### src/ivtu_pkg.sv
package ivtu_pkg;

	// widths
	localparam int SEG_W    = 8;
	localparam int OFS_W    = 16;
	localparam int TN_W     = 7;
	localparam int PRIO_W   = 4;
	localparam int NCTL_W   = 8;
	localparam int SPC_W    = 2;
	localparam int FLAG_W   = 8;
	localparam int MAX_NODES = 8;

	// node control word layout
	localparam int NCTL_REQ_BIT  = 7;
	localparam int NCTL_EN_BIT   = 6;
	localparam int NCTL_PRIO_LSB = 0;

	// vector spacing: offset = trap number << (base + field)
	localparam int VEC_SHIFT_BASE = 2;

	// reset values
	localparam logic [SEG_W-1:0]  VECTOR_SEGMENT_REG_RST  = 8'h00;
	localparam logic [SPC_W-1:0]  SPACING_RST = 2'h0;
	localparam logic [FLAG_W-1:0] FLAGS_RST   = 8'h00;
	localparam logic [NCTL_W-1:0] NCTL_RST    = 8'h00;
	localparam logic [PRIO_W-1:0] LEVEL_RST   = 4'h0;

	// trap numbers
	localparam logic [TN_W-1:0] TN_RESET     = 7'h00;
	localparam logic [TN_W-1:0] TN_NMI       = 7'h02;
	localparam logic [TN_W-1:0] TN_STACK_OVR = 7'h04;
	localparam logic [TN_W-1:0] TN_STACK_UND = 7'h06;
	localparam logic [TN_W-1:0] TN_SOFT_BRK  = 7'h08;
	localparam logic [TN_W-1:0] TN_CLASS_B   = 7'h0a;
	localparam logic [TN_W-1:0] TN_XFER_END  = 7'h4c;

	// trap flag bit positions; class a in [3:0], class b in [7:4]
	localparam int FLG_NMI       = 0;
	localparam int FLG_STACK_OVR = 1;
	localparam int FLG_STACK_UND = 2;
	localparam int FLG_SOFT_BRK  = 3;
	localparam int FLG_BAD_OPC   = 4;
	localparam int FLG_PMEM_ERR  = 5;
	localparam int FLG_PROT_FLT  = 6;
	localparam int FLG_BAD_WORD  = 7;

	// trap number of each interrupt node slot
	localparam logic [TN_W-1:0] NODE_TN [MAX_NODES] = '{
		7'h18, 7'h2a, 7'h2b, 7'h4c, 7'h10, 7'h11, 7'h12, 7'h13
	};

	typedef enum logic [1:0] {SVC_NONE, SVC_INT, SVC_TRAPB, SVC_TRAPA} ivtu_svc_t;
	typedef enum logic [2:0] {SRC_RST, SRC_A, SRC_B, SRC_SW, SRC_INT} ivtu_src_t;

endpackage

### src/ivtu_node_if.sv
`timescale 1ns/1ps
interface ivtu_node_if;
	logic                       periph_req;
	logic                       wr;
	logic                       ack;
	logic [ivtu_pkg::NCTL_W-1:0] wdata;
	logic                       req;
	logic                       en;
	logic [ivtu_pkg::PRIO_W-1:0] prio;

	modport node (input periph_req, input wr, input ack, input wdata,
		output req, output en, output prio);
	modport ctrl (output periph_req, output wr, output ack, output wdata,
		input req, input en, input prio);
endinterface

### src/ivtu_node.sv
`timescale 1ns/1ps
module ivtu_node (
	input  wire logic clk_sys,   // system clock
	input  wire logic rst_n,     // async reset
	ivtu_node_if.node nd         // node control channel
);
	logic                        req_q;
	logic                        req_d;
	logic                        en_q;
	logic [ivtu_pkg::PRIO_W-1:0] prio_q;
	logic                        wr_req;

	// a peripheral pulse in the clearing cycle still lands
	assign wr_req = nd.wr ? nd.wdata[ivtu_pkg::NCTL_REQ_BIT] : (req_q & ~nd.ack);
	assign req_d  = wr_req | nd.periph_req;

	always_ff @(posedge clk_sys or negedge rst_n) begin
		if (!rst_n) begin
			req_q  <= 1'b0;
			en_q   <= 1'b0;
			prio_q <= ivtu_pkg::LEVEL_RST;
		end else begin
			req_q <= req_d;
			if (nd.wr) begin
				en_q   <= nd.wdata[ivtu_pkg::NCTL_EN_BIT];
				prio_q <= nd.wdata[ivtu_pkg::NCTL_PRIO_LSB +: ivtu_pkg::PRIO_W];
			end
		end
	end

	assign nd.req  = req_q;
	assign nd.en   = en_q;
	assign nd.prio = prio_q;
endmodule

### src/ivtu_unit.sv
// Function
// - vectors lie in software-selected segment
// - spacing field sets vector distance, default four
// - hardware traps unmaskable, class a traps branch to own vector
// - each hardware trap sets its own flag bit
// - trap preempts unless a trap of the same or higher class is active
// - trap service blocks standard and transfer interrupts
// - resets and watchdog vector zero, no flag
// - class a traps have separate vectors
// - class b traps share one vector
// - software trap reaches any number to 7f
// - transfer end node uses trap 4c
// - node control: request, enable, sixteen levels
// - accepted service interrupted only by higher level
// - software sets node request to raise it
`timescale 1ns/1ps
module ivtu_unit #(
	parameter int NODES = 8
) (
	input  wire logic                                clk_sys,        // system clock
	input  wire logic                                rst_n,          // async reset
	input  wire logic                                vector_segment_reg_wr,      // load segment
	input  wire logic [ivtu_pkg::SEG_W-1:0]          vector_segment_reg_wdata,   // new segment
	input  wire logic                                spacing_wr,     // load spacing field
	input  wire logic [ivtu_pkg::SPC_W-1:0]          spacing_wdata,  // new spacing
	input  wire logic                                tfr_wr,         // write trap flags
	input  wire logic [ivtu_pkg::FLAG_W-1:0]         tfr_wdata,      // zero bits clear flags
	input  wire logic                                node_wr,        // write node control
	input  wire logic [$clog2(NODES)-1:0]            node_sel,       // node index
	input  wire logic [ivtu_pkg::NCTL_W-1:0]         node_wdata,     // req, en, level
	input  wire logic [NODES-1:0]                    periph_req,     // peripheral pulses
	input  wire logic                                sw_reset_req,   // software reset
	input  wire logic                                wdog_ovf,       // watchdog overflow
	input  wire logic [3:0]                          trap_a_evt,     // nmi, sovr, sund, brk
	input  wire logic [3:0]                          trap_b_evt,     // opc, pmem, prot, word
	input  wire logic                                swtrap_req,     // trap instruction
	input  wire logic [ivtu_pkg::TN_W-1:0]           swtrap_num,     // its trap number
	input  wire logic                                vec_ack,        // core takes vector
	input  wire logic                                svc_return,     // service finished
	output logic                                     vec_valid,      // vector offered
	output logic [ivtu_pkg::SEG_W+ivtu_pkg::OFS_W-1:0] vec_addr,     // segment and offset
	output logic [ivtu_pkg::TN_W-1:0]                vec_trapnum,    // trap number
	output logic [ivtu_pkg::FLAG_W-1:0]              trap_flags,     // trap flag register
	output logic [ivtu_pkg::SEG_W-1:0]               vector_segment_reg,   // segment
	output logic [ivtu_pkg::SPC_W-1:0]               vector_spacing_field, // spacing
	output logic [ivtu_pkg::PRIO_W-1:0]              svc_level,      // running level
	output logic                                     svc_in_trap     // trap service runs
);
	localparam int IW = $clog2(NODES);

	logic [ivtu_pkg::SEG_W-1:0]  seg_q;
	logic [ivtu_pkg::SPC_W-1:0]  spc_q;
	logic [ivtu_pkg::FLAG_W-1:0] flags_q;
	logic [ivtu_pkg::FLAG_W-1:0] flags_d;
	logic [3:0]                  pend_a_q;
	logic                        pend_b_q;
	logic                        pend_rst_q;
	logic                        vld_q;
	logic [ivtu_pkg::SEG_W+ivtu_pkg::OFS_W-1:0] addr_q;
	logic [ivtu_pkg::TN_W-1:0]   tn_q;
	ivtu_pkg::ivtu_src_t         src_q;
	logic [1:0]                  aidx_q;
	logic [IW-1:0]               nidx_q;
	ivtu_pkg::ivtu_svc_t         newkind_q;
	logic [ivtu_pkg::PRIO_W-1:0] newlvl_q;
	ivtu_pkg::ivtu_svc_t         kind_q;
	logic [ivtu_pkg::PRIO_W-1:0] lvl_q;
	ivtu_pkg::ivtu_svc_t         save_kind_q;
	logic [ivtu_pkg::PRIO_W-1:0] save_lvl_q;
	logic                        in_trap_q;

	logic [NODES-1:0]            n_req;
	logic [NODES-1:0]            n_en;
	logic [ivtu_pkg::PRIO_W-1:0] n_prio [NODES];
	logic [NODES-1:0]            n_ack;

	ivtu_node_if nif [NODES] ();

	genvar g;
	generate
		for (g = 0; g < NODES; g++) begin : g_node
			assign nif[g].periph_req = periph_req[g];
			assign nif[g].wr         = node_wr && (node_sel == IW'(g));
			assign nif[g].wdata      = node_wdata;
			assign nif[g].ack        = n_ack[g];
			assign n_req[g]          = nif[g].req;
			assign n_en[g]           = nif[g].en;
			assign n_prio[g]         = nif[g].prio;
			ivtu_node u_node (
				.clk_sys (clk_sys),
				.rst_n   (rst_n),
				.nd      (nif[g])
			);
		end
	endgenerate

	// best enabled node; level 0 never wins, as usual for disabled priority
	logic                        int_hit;
	logic [IW-1:0]               int_idx;
	logic [ivtu_pkg::PRIO_W-1:0] int_prio;
	always_comb begin
		int_hit  = 1'b0;
		int_idx  = '0;
		int_prio = '0;
		for (int i = 0; i < NODES; i++) begin
			if (n_req[i] && n_en[i] && (n_prio[i] > int_prio)) begin
				int_hit  = 1'b1;
				int_idx  = IW'(i);
				int_prio = n_prio[i];
			end
		end
	end

	// class a order: nmi first
	wire [1:0] a_idx = pend_a_q[0] ? 2'h0 : pend_a_q[1] ? 2'h1 : pend_a_q[2] ? 2'h2 : 2'h3;
	wire [ivtu_pkg::TN_W-1:0] a_tn =
		(a_idx == 2'h0) ? ivtu_pkg::TN_NMI :
		(a_idx == 2'h1) ? ivtu_pkg::TN_STACK_OVR :
		(a_idx == 2'h2) ? ivtu_pkg::TN_STACK_UND : ivtu_pkg::TN_SOFT_BRK;

	// a trap waits only behind a trap of the same or a higher class; no mask applies
	wire take_a   = |pend_a_q && (kind_q != ivtu_pkg::SVC_TRAPA);
	wire take_b   = pend_b_q && (kind_q < ivtu_pkg::SVC_TRAPB);
	wire in_trap  = (kind_q == ivtu_pkg::SVC_TRAPA) || (kind_q == ivtu_pkg::SVC_TRAPB);
	wire take_int = int_hit && !in_trap &&
		((kind_q == ivtu_pkg::SVC_NONE) || (int_prio > lvl_q));

	logic                        sel_v;
	ivtu_pkg::ivtu_src_t         sel_src;
	logic [ivtu_pkg::TN_W-1:0]   sel_tn;
	ivtu_pkg::ivtu_svc_t         sel_kind;
	logic [ivtu_pkg::PRIO_W-1:0] sel_lvl;
	always_comb begin
		sel_v    = 1'b1;
		sel_src  = ivtu_pkg::SRC_RST;
		sel_tn   = ivtu_pkg::TN_RESET;
		sel_kind = ivtu_pkg::SVC_NONE;
		sel_lvl  = ivtu_pkg::LEVEL_RST;
		if (pend_rst_q) begin
			sel_src = ivtu_pkg::SRC_RST;
		end else if (take_a) begin
			sel_src  = ivtu_pkg::SRC_A;
			sel_tn   = a_tn;
			sel_kind = ivtu_pkg::SVC_TRAPA;
			sel_lvl  = lvl_q;
		end else if (take_b) begin
			sel_src  = ivtu_pkg::SRC_B;
			sel_tn   = ivtu_pkg::TN_CLASS_B;
			sel_kind = ivtu_pkg::SVC_TRAPB;
			sel_lvl  = lvl_q;
		end else if (swtrap_req) begin
			sel_src  = ivtu_pkg::SRC_SW;
			sel_tn   = swtrap_num;
			sel_kind = kind_q;
			sel_lvl  = lvl_q;
		end else if (take_int) begin
			sel_src  = ivtu_pkg::SRC_INT;
			sel_tn   = ivtu_pkg::NODE_TN[int_idx];
			sel_kind = ivtu_pkg::SVC_INT;
			sel_lvl  = int_prio;
		end else begin
			sel_v = 1'b0;
		end
	end

	// offset is the trap number scaled by the spacing field
	wire [ivtu_pkg::OFS_W-1:0] sel_ofs =
		{{(ivtu_pkg::OFS_W-ivtu_pkg::TN_W){1'b0}}, sel_tn} << (ivtu_pkg::VEC_SHIFT_BASE + spc_q);
	wire offer = sel_v && !vld_q;
	wire taken = vld_q && vec_ack;

	// the node is cleared only once the core has taken its vector
	generate
		for (g = 0; g < NODES; g++) begin : g_ack
			assign n_ack[g] = taken && (src_q == ivtu_pkg::SRC_INT) && (nidx_q == IW'(g));
		end
	endgenerate

	// set wins over the software clear in the same cycle
	wire [ivtu_pkg::FLAG_W-1:0] flag_set = {trap_b_evt, trap_a_evt};
	assign flags_d = (tfr_wr ? (flags_q & tfr_wdata) : flags_q) | flag_set;

	wire [3:0] a_clr = (taken && src_q == ivtu_pkg::SRC_A) ? (4'h1 << aidx_q) : 4'h0;
	wire       b_clr = taken && (src_q == ivtu_pkg::SRC_B);
	wire       r_clr = taken && (src_q == ivtu_pkg::SRC_RST);

	always_ff @(posedge clk_sys or negedge rst_n) begin
		if (!rst_n) begin
			seg_q   <= ivtu_pkg::VECTOR_SEGMENT_REG_RST;
			spc_q   <= ivtu_pkg::SPACING_RST;
			flags_q <= ivtu_pkg::FLAGS_RST;
		end else begin
			if (vector_segment_reg_wr) begin
				seg_q <= vector_segment_reg_wdata;
			end
			if (spacing_wr) begin
				spc_q <= spacing_wdata;
			end
			flags_q <= flags_d;
		end
	end

	// pending requests; the reset sources never touch the flags
	always_ff @(posedge clk_sys or negedge rst_n) begin
		if (!rst_n) begin
			pend_a_q   <= 4'h0;
			pend_b_q   <= 1'b0;
			pend_rst_q <= 1'b0;
		end else begin
			pend_a_q   <= (pend_a_q & ~a_clr) | trap_a_evt;
			pend_b_q   <= (pend_b_q & ~b_clr) | (|trap_b_evt);
			pend_rst_q <= (pend_rst_q & ~r_clr) | sw_reset_req | wdog_ovf;
		end
	end

	// offered vector holds until the core takes it
	always_ff @(posedge clk_sys or negedge rst_n) begin
		if (!rst_n) begin
			vld_q     <= 1'b0;
			addr_q    <= '0;
			tn_q      <= ivtu_pkg::TN_RESET;
			src_q     <= ivtu_pkg::SRC_RST;
			aidx_q    <= 2'h0;
			nidx_q    <= '0;
			newkind_q <= ivtu_pkg::SVC_NONE;
			newlvl_q  <= ivtu_pkg::LEVEL_RST;
		end else if (offer) begin
			vld_q     <= 1'b1;
			addr_q    <= {seg_q, sel_ofs};
			tn_q      <= sel_tn;
			src_q     <= sel_src;
			aidx_q    <= a_idx;
			nidx_q    <= int_idx;
			newkind_q <= sel_kind;
			newlvl_q  <= sel_lvl;
		end else if (taken) begin
			vld_q <= 1'b0;
		end
	end

	// one level of nesting is kept; a return restores the interrupted service
	// in_trap_q mirrors kind_q so the trap status leaves the block from a flop
	wire new_in_trap  = (newkind_q == ivtu_pkg::SVC_TRAPA) ||
		(newkind_q == ivtu_pkg::SVC_TRAPB);
	wire save_in_trap = (save_kind_q == ivtu_pkg::SVC_TRAPA) ||
		(save_kind_q == ivtu_pkg::SVC_TRAPB);
	always_ff @(posedge clk_sys or negedge rst_n) begin
		if (!rst_n) begin
			kind_q      <= ivtu_pkg::SVC_NONE;
			lvl_q       <= ivtu_pkg::LEVEL_RST;
			save_kind_q <= ivtu_pkg::SVC_NONE;
			save_lvl_q  <= ivtu_pkg::LEVEL_RST;
			in_trap_q   <= 1'b0;
		end else if (taken && src_q == ivtu_pkg::SRC_RST) begin
			kind_q      <= ivtu_pkg::SVC_NONE;
			lvl_q       <= ivtu_pkg::LEVEL_RST;
			save_kind_q <= ivtu_pkg::SVC_NONE;
			save_lvl_q  <= ivtu_pkg::LEVEL_RST;
			in_trap_q   <= 1'b0;
		end else if (taken) begin
			kind_q      <= newkind_q;
			lvl_q       <= newlvl_q;
			save_kind_q <= kind_q;
			save_lvl_q  <= lvl_q;
			in_trap_q   <= new_in_trap;
		end else if (svc_return) begin
			kind_q      <= save_kind_q;
			lvl_q       <= save_lvl_q;
			save_kind_q <= ivtu_pkg::SVC_NONE;
			save_lvl_q  <= ivtu_pkg::LEVEL_RST;
			in_trap_q   <= save_in_trap;
		end
	end

	assign vec_valid            = vld_q;
	assign vec_addr             = addr_q;
	assign vec_trapnum          = tn_q;
	assign trap_flags           = flags_q;
	assign vector_segment_reg   = seg_q;
	assign vector_spacing_field = spc_q;
	assign svc_level            = lvl_q;
	assign svc_in_trap          = in_trap_q;
endmodule

### config.mk
export PLATFORM = sky130hd
export DESIGN_NAME = ivtu_unit
export DESIGN_NICKNAME = d
export VERILOG_FILES = /design/src/ivtu_pkg.sv /design/src/ivtu_node_if.sv /design/src/ivtu_node.sv /design/src/ivtu_unit.sv
export SDC_FILE = /design/constraint.sdc
export NUM_CORES = 1
export LEC_CHECK = 0
export BUFFER_PORTS_ARGS = -buffer_cell sky130_fd_sc_hd__buf_2
export CORE_UTILIZATION = 30
export CTS_CLUSTER_DIAMETER = 100
export DETAILED_ROUTE_END_ITERATION = 10
export PLACE_DENSITY = 0.58
export SLEW_MARGIN = 25
export SYNTH_ARGS = -nofsm -noshare
export SYNTH_HDL_FRONTEND = slang
export SYNTH_SLANG_ARGS = --single-unit
### constraint.sdc
create_clock -name clk_sys -period 13.9 [get_ports clk_sys]
set_input_delay 2.085 -clock clk_sys [delete_from_list [all_inputs] [get_ports clk_sys]]
set_output_delay 2.085 -clock clk_sys [all_outputs]
set_load 0.01 [all_outputs]
Yosys cells after proc, flatten, opt, wreduce, memory -nomap -nowiden

Memories as Yosys holds them, arrays and structs flattened.
Index checks and enable logic that the tools add are counted.

$add $sub $neg: 1
$mul: 0
Divide/modulo/power cells: 0
Magnitude comparators: 11
Equal/unequal tests: 26
Shift operators: 2
Multiplexer cells: 83
Bitwise gates (word level): 37
Reduce and logical (&&, ||, !) cells: 57

Operators with widths:

| operator             | number |
|---|---|
| $mux W4              | 23 |
| $mux W7              | 7 |
| $logic_and A1 B1 Y1  | 42 |
| $gt A4 B4 Y1         | 8 |
| $mux W3              | 10 |
| $mux W1              | 29 |
| $eq A3 B3 Y1 const B | 9 |
| $mux W2              | 13 |
| $shl A7 B3 Y16       | 1 |
| $eq A3 B2 Y1 const B | 5 |
| $eq A2 B2 Y1 const B | 7 |
| $or A1 B1 Y1         | 11 |
| $and A1 B1 Y1        | 10 |
| $not A1 Y1           | 10 |
| $eq A3 B1 Y1 const B | 3 |
| $logic_not A3 Y1     | 3 |
| $and A8 B8 Y8        | 1 |
| $mux W8              | 1 |
| $or A8 B8 Y8         | 1 |
| $reduce_or A4 Y1     | 2 |
| $and A4 B4 Y4        | 1 |
| $ge A4 B4 Y1 const B | 1 |
| $gt A4 B1 Y1 const B | 1 |
| $logic_not A2 Y1     | 2 |
| 12 further kinds     | 16 |

Register bits after elaboration: 131
Bits in latches: 0
Memory bits (writable): 0
Memory bits (read-only): 56
Logic and storage cells: 261
Memories kept: 1

Memory list:

| name             | words | width | read ports | clocked after memory_dff | write ports | RTL line         | RTL |
|---|---|---|---|---|---|---|---|
| (name not given) | 8     | 7     | 1          | 0                        | 0           | ivtu_unit.sv:158 | `sel_tn = ivtu_pkg::NODE_TN[int_idx];` |

Longest topological paths before layout

Word-level depth: 34
Gate-level depth with buffers: 76

Cells and area by module

A second synthesis with hierarchy kept.

Cell total of the unflattened synthesis: 753
Area total of the unflattened synthesis: 7523.5 sq um

Modules (own cells, without submodules):

| module    | instances | cells an instance | area each (sq um) | seq. area each (sq um) |
|---|---|---|---|---|
| ivtu_unit | 1         | 641               | 5651.7            | 2026.9 |
| ivtu_node | 8         | 14                | 234.0             | 150.1 |

Worst setup path before layout

No wires, ideal clock.

Kind: register to register
From: reg g_node[0].u_node.req_q
To: reg addr_q (netlist bit vec_addr[7])
Arrival: 12774 ps
Data required time: 13774 ps
Setup slack: 1001 ps
Stages on the path, launching flop included: 71
Buffers on the path: 4
Period minus slack after synthesis: 12899 ps
Cells stage by stage: dfrtp_1 > and3_4 > inv_2 > ha_1 > nand4_1 > nand3_1 > a21oi_1 > nand2_1 > o21ai_0 > inv_1 > ha_1 > and3_1 > o211ai_1 > o211a_1 > and2_4 > buf_6 > mux2_2 > inv_1 > [35 not listed] > o21a_1 > o2111ai_1 > nor2_1 > a21oi_1 > ha_1 > nor2b_1 > o21ai_0 > nand2b_1 > a21oi_1 > a41o_1 > a21oi_1 > and2_1 > clkbuf_1 > and3_1 > a221oi_2 > a211oi_1 > and3_1 > a221o_1

Longest elaborated chain between the ends: 34

RTL lines:

| what                                        | RTL line         | RTL |
|---|---|---|
| start: declaration                          | ivtu_node.sv:7   | `logic req_q;` |
| start signal: assignment                    | ivtu_node.sv:23  | `req_q <= req_d;` |
| $logic_and A1 B1 Y1 * (2 in series)         | ivtu_unit.sv:106 | `if (n_req[i] && n_en[i] && (n_prio[i] > int_prio)) begin` |
| $mux W4                                     | ivtu_unit.sv:106 |  |
| $gt A4 B4 Y1                                | ivtu_unit.sv:106 |  |
| $logic_and A1 B1 Y1                         | ivtu_unit.sv:106 |  |
| $mux W4                                     | ivtu_unit.sv:106 |  |
| $gt A4 B4 Y1                                | ivtu_unit.sv:106 |  |
| $logic_and A1 B1 Y1                         | ivtu_unit.sv:106 |  |
| $mux W4                                     | ivtu_unit.sv:106 |  |
| [16 not listed]                             | -                |  |
| $mem_v2 Z8 W7                               | -                |  |
| $mux W7 (implied by the code) (2 in series) | ivtu_unit.sv:158 |  |
| $mux W7                                     | ivtu_unit.sv:156 | `end else if (take_int) begin` |
| $mux W7                                     | ivtu_unit.sv:151 | `end else if (swtrap_req) begin` |
| $mux W7                                     | ivtu_unit.sv:146 | `end else if (take_b) begin` |
| $mux W7                                     | ivtu_unit.sv:141 | `end else if (take_a) begin` |
| $mux W7                                     | ivtu_unit.sv:139 | `if (pend_rst_q) begin` |
| $shl A7 B3 Y16                              | ivtu_unit.sv:168 | `{{(ivtu_pkg::OFS_W-ivtu_pkg::TN_W){1'b0}}, sel_tn} << (ivtu_pkg::VEC_SHIFT_BASE + spc_q);` |
| end signal: assignment                      | ivtu_unit.sv:229 | `addr_q <= {seg_q, sel_ofs};` |
| end: declaration                            | ivtu_unit.sv:59  | `logic [ivtu_pkg::SEG_W+ivtu_pkg::OFS_W-1:0] addr_q;` |

Mark *: on every way between the ends. The rest lies on a longest branch, timed or not. The select of a mux whose other input is x is not followed.
A chain may end at the register's enable or synchronous reset.

Final worst setup path

From: reg g_node[0].u_node.en_q
To: reg addr_q (netlist bit vec_addr[7])

Longest elaborated chain between the ends: 34

RTL lines:

| what                                        | RTL line         | RTL |
|---|---|---|
| start: declaration                          | ivtu_node.sv:9   | `logic en_q;` |
| start signal: assignment                    | ivtu_node.sv:25  | `en_q <= nd.wdata[ivtu_pkg::NCTL_EN_BIT];` |
| $logic_and A1 B1 Y1 * (2 in series)         | ivtu_unit.sv:106 |  |
| $mux W4                                     | ivtu_unit.sv:106 |  |
| $gt A4 B4 Y1                                | ivtu_unit.sv:106 |  |
| $logic_and A1 B1 Y1                         | ivtu_unit.sv:106 |  |
| $mux W4                                     | ivtu_unit.sv:106 |  |
| $gt A4 B4 Y1                                | ivtu_unit.sv:106 |  |
| $logic_and A1 B1 Y1                         | ivtu_unit.sv:106 |  |
| $mux W4                                     | ivtu_unit.sv:106 |  |
| [16 not listed]                             | -                |  |
| $mem_v2 Z8 W7                               | -                |  |
| $mux W7 (implied by the code) (2 in series) | ivtu_unit.sv:158 |  |
| $mux W7                                     | ivtu_unit.sv:156 |  |
| $mux W7                                     | ivtu_unit.sv:151 |  |
| $mux W7                                     | ivtu_unit.sv:146 |  |
| $mux W7                                     | ivtu_unit.sv:141 |  |
| $mux W7                                     | ivtu_unit.sv:139 |  |
| $shl A7 B3 Y16                              | ivtu_unit.sv:168 |  |

Marked as above.

==> impl_results.md <==
* P&R area growth vs syn at 24.5%
* Crit path DAT at 13,320 ps
* Global route total overflow at 0
* Pre-Repair DR Iteration Count at 5
* Switching share of power at 41.9%
* DRC at 0
* Worst r2r src: g_node[0].u_node.nd.en
* Fill cell count at 2,398
* CTS buffer count at 17
* DIE WIDTH at 158 um
* Die Ht at 158 um
* Buffers on Ports at 113
* Initial DRC Count at 366
* Post-synth EDFFs at 0
* Area leader, netlist: dfrtp_1
* DR vias/cell at 5.04
* Part of the Yosys area used for sequential elements at 44.0%
* Relative slew slack at 41.2%
* Clk network pwr share at 23.5%
* Final GP Congestion at 0.872
* Pin count of the biggest net entering global routing at 76
* Worst r2r dst: vec_addr[7]
* Final Hold Viols at 0
* Syn avg cell area at 9.32 um^2
* Status: complete, no violations
* Setup Skew at 13.5 ps
* Vias at 6,341
* Core Rows at 56
* Tot GR Track Use at 16.9%
* Critical Path Fanout Max at 11
* Cell variety after synth at 76
* Pwr dens at 209 nW/um^2
* Actual slew at the worst max-slew pin at 875 ps
* Synth top area cells: dfrtp_1, nand2_1, ha_1
* Die area at 25,100 um^2
* Core Area at 23,800 um^2
* Post-synth top flop: dfrtp_1
* Setup-failing EPs final at 0
* Reg clk slew, reported paths at 70 ps
* Max Buffers Root-to-Sink at 2
* R2R Setup Slk at 890 ps
* Maximum clock rate at 76.9 MHz
* Worst Setup End Kind: flop
* Post-route ant nets at 0
* Slowest cell on crit path: dfrtp_1
* Total Wirelength at 20,500 um
* List of most frequent post-synthesis cells: nand2_1, dfrtp_1, o21ai_0
* H-tree levels at 4
* Hold Crit Depth at 2
* Hpwl dp at 15,000 um
* CTS tree: done
* First-pass GRT wire length at 32,400 um
* Cell Int Power at 1110 uW
* Largest register FFs at 32
* Most frequent CP cell: ha_1
* Asr flop ratio synth at 100%
* Crit Path Class: reg -> reg
* Number of synthesized register bits at 129
* Cell Area, Synth at 7330 um^2
* CP Launch Point: g_node[0].u_node.nd.en
* IO Pins at 118
* Leak at 0.00432 uW
* Starting Density at 30.9%
* Placed Instances at 1,216
* Area occupied by multi-input gates at 3930 um^2
* Startpoint Class: flop
* Fin crit share at 93.6%
* Period minus WS final at 13,010 ps
* Syn Inst Count at 787
* Finished Layout Cells at 1,257
* Post-DP Area at 8360 um^2
* Synth top area share at 44.0%
* Wire per inst at 16.3 um
* Antenna Cells at 0
* Reg area at 3230 um^2
* Number of synthesis warnings at 0
* Critical Path End: vec_addr[7]
* Worst hold path class: reg -> reg
* Slew Viols, Final at 0
* Fin nets at 1,022
* Worst skew pair latency at 430 ps
* Initial antenna violation count at 0
* Layout cells sized above 1 at 26.2%
* Final Cell Area at 9130 um^2
* R2R cell count at 70
* Number of global-route vias before repair at 6,165
* Root buf cell: clkbuf_16
* Sequential share of power at 25.4%
* Comb pwr share at 51.2%
* Count leader, synth: nand2_1
* Crit path required time at 14,210 ps
* Hold buffer count at CTS at 0
* Psw at 799 uW
* Crit-path max cell delay at 420 ps
* IR drop worst, VDD at 0.0858 mV
* Max-cap violations at 0
* Clock sink count at 129
critical path: cells and delay by family (launching register included):
| kind | cells | cell delay [ps] |
|---|---|---|
| buf+inv | 7 | 630 |
| simple gates | 22 | 3180 |
| mux | 3 | 780 |
| compound gates | 30 | 5530 |
| flops | 1 | 420 |
| fa+ha+maj | 8 | 2320 |
power by group through the flow:
| stage | sequential (uW) | clock (uW) | combinational (uW) |
|---|---|---|---|
| detailed placement | 489 | 0 | 919 |
| floorplan | 481 | 0 | 627 |
| global placement | 488 | 0 | 901 |
| global route | 492 | 476 | 1090 |
| CTS | 483 | 458 | 926 |
| finish | 483 | 448 | 975 |
layout make-up:
class / instances / share of cell area, %
clock buffers: 20 / 5.11
clock inverters: 12 / 1.34
inverters: 39 / 1.60
multi-input cells: 592 / 43.0
flip-flops and latches: 129 / 35.4
well taps: 319 / 4.37
repair buffers: 146 / 9.16
how the worst min path moves through the flow:
stage                                start                endpoint
floorplan           g_node[5].u_node.nd.en  g_node[5].u_node.nd.en
global placement              vec_addr[16]            vec_addr[16]
detailed placement            vec_addr[16]            vec_addr[16]
CTS                           vec_addr[16]            vec_addr[16]
global route                 trap_flags[2]           trap_flags[2]
finish                        vec_addr[16]            vec_addr[16]
routing by layer:
metal	global-route usage, %	part of all wire (%)	vias to the layer above	routed length, um
met1	22.5	47	3065	9590
met4	4.35	1.1	0	226
li1	-	-	3104	-
met2	27.2	47	152	9630
met5	0	0	-	0
met3	4.33	5.2	20	1060
layout by cell type (no fill, tap or decap), types with 4 or more instances in the layout:
master,synthesis,routed
a22o_1,10,10
a31oi_1,5,5
nand3_1,21,19
o31ai_1,13,12
clkinvlp_4,0,5
nand3b_1,4,4
nand2b_1,22,21
o41ai_1,5,5
nor2b_1,8,8
o211ai_1,5,5
mux2i_1,13,12
ha_1,34,34
clkbuf_16,0,17
or2_2,6,6
o21a_1,7,7
nor2_1,35,34
nor3_1,11,10
a211oi_1,5,5
inv_1,37,37
and3_1,10,10
buf_4,4,31
and2_1,13,13
a21o_1,17,16
a21oi_1,31,28
buf_2,5,112
a221o_1,4,4
o21ai_1,2,6
nand2_1,154,154
a211o_1,4,4
dfrtp_1,129,128
mux2_2,29,29
o21ai_0,46,42
nand4_1,8,8
repair_timing:
item | 4_1_cts | 5_1_grt
setup endpoints to repair | 0 | 44
resized for setup | 0 | 24
setup buffers | 0 | 9
metrics by stage:
stage | setup WS (ps) | hold slack (ps) | TNS (ps) | power [uW] | utilization (%)
after floorplan | 1000 | 446 | 0 | 1110 | -
after global placement | 287 | 456 | 0 | 1390 | 35.2
after detailed placement | 61.2 | 459 | 0 | 1410 | 35.2
after CTS | 13.8 | 475 | 0 | 1870 | 37.7
after global routing | -5.92 | 492 | -10.3 | 2060 | 38.4
final | 892 | 470 | 0 | 1910 | 38.4
logic make-up after synthesis:
kind of cell	share of synthesized area, %
adders and majority gates	5.80
buffers and inverters	3.92
xor gates and xnor gates	0.358
DFF	44.0
AOI/OAI and AO/OA	20.3
muxes	6.23
and+or+nand+nor	19.3
other	0.0511
Note: power is estimated with default switching activity, not from simulation.
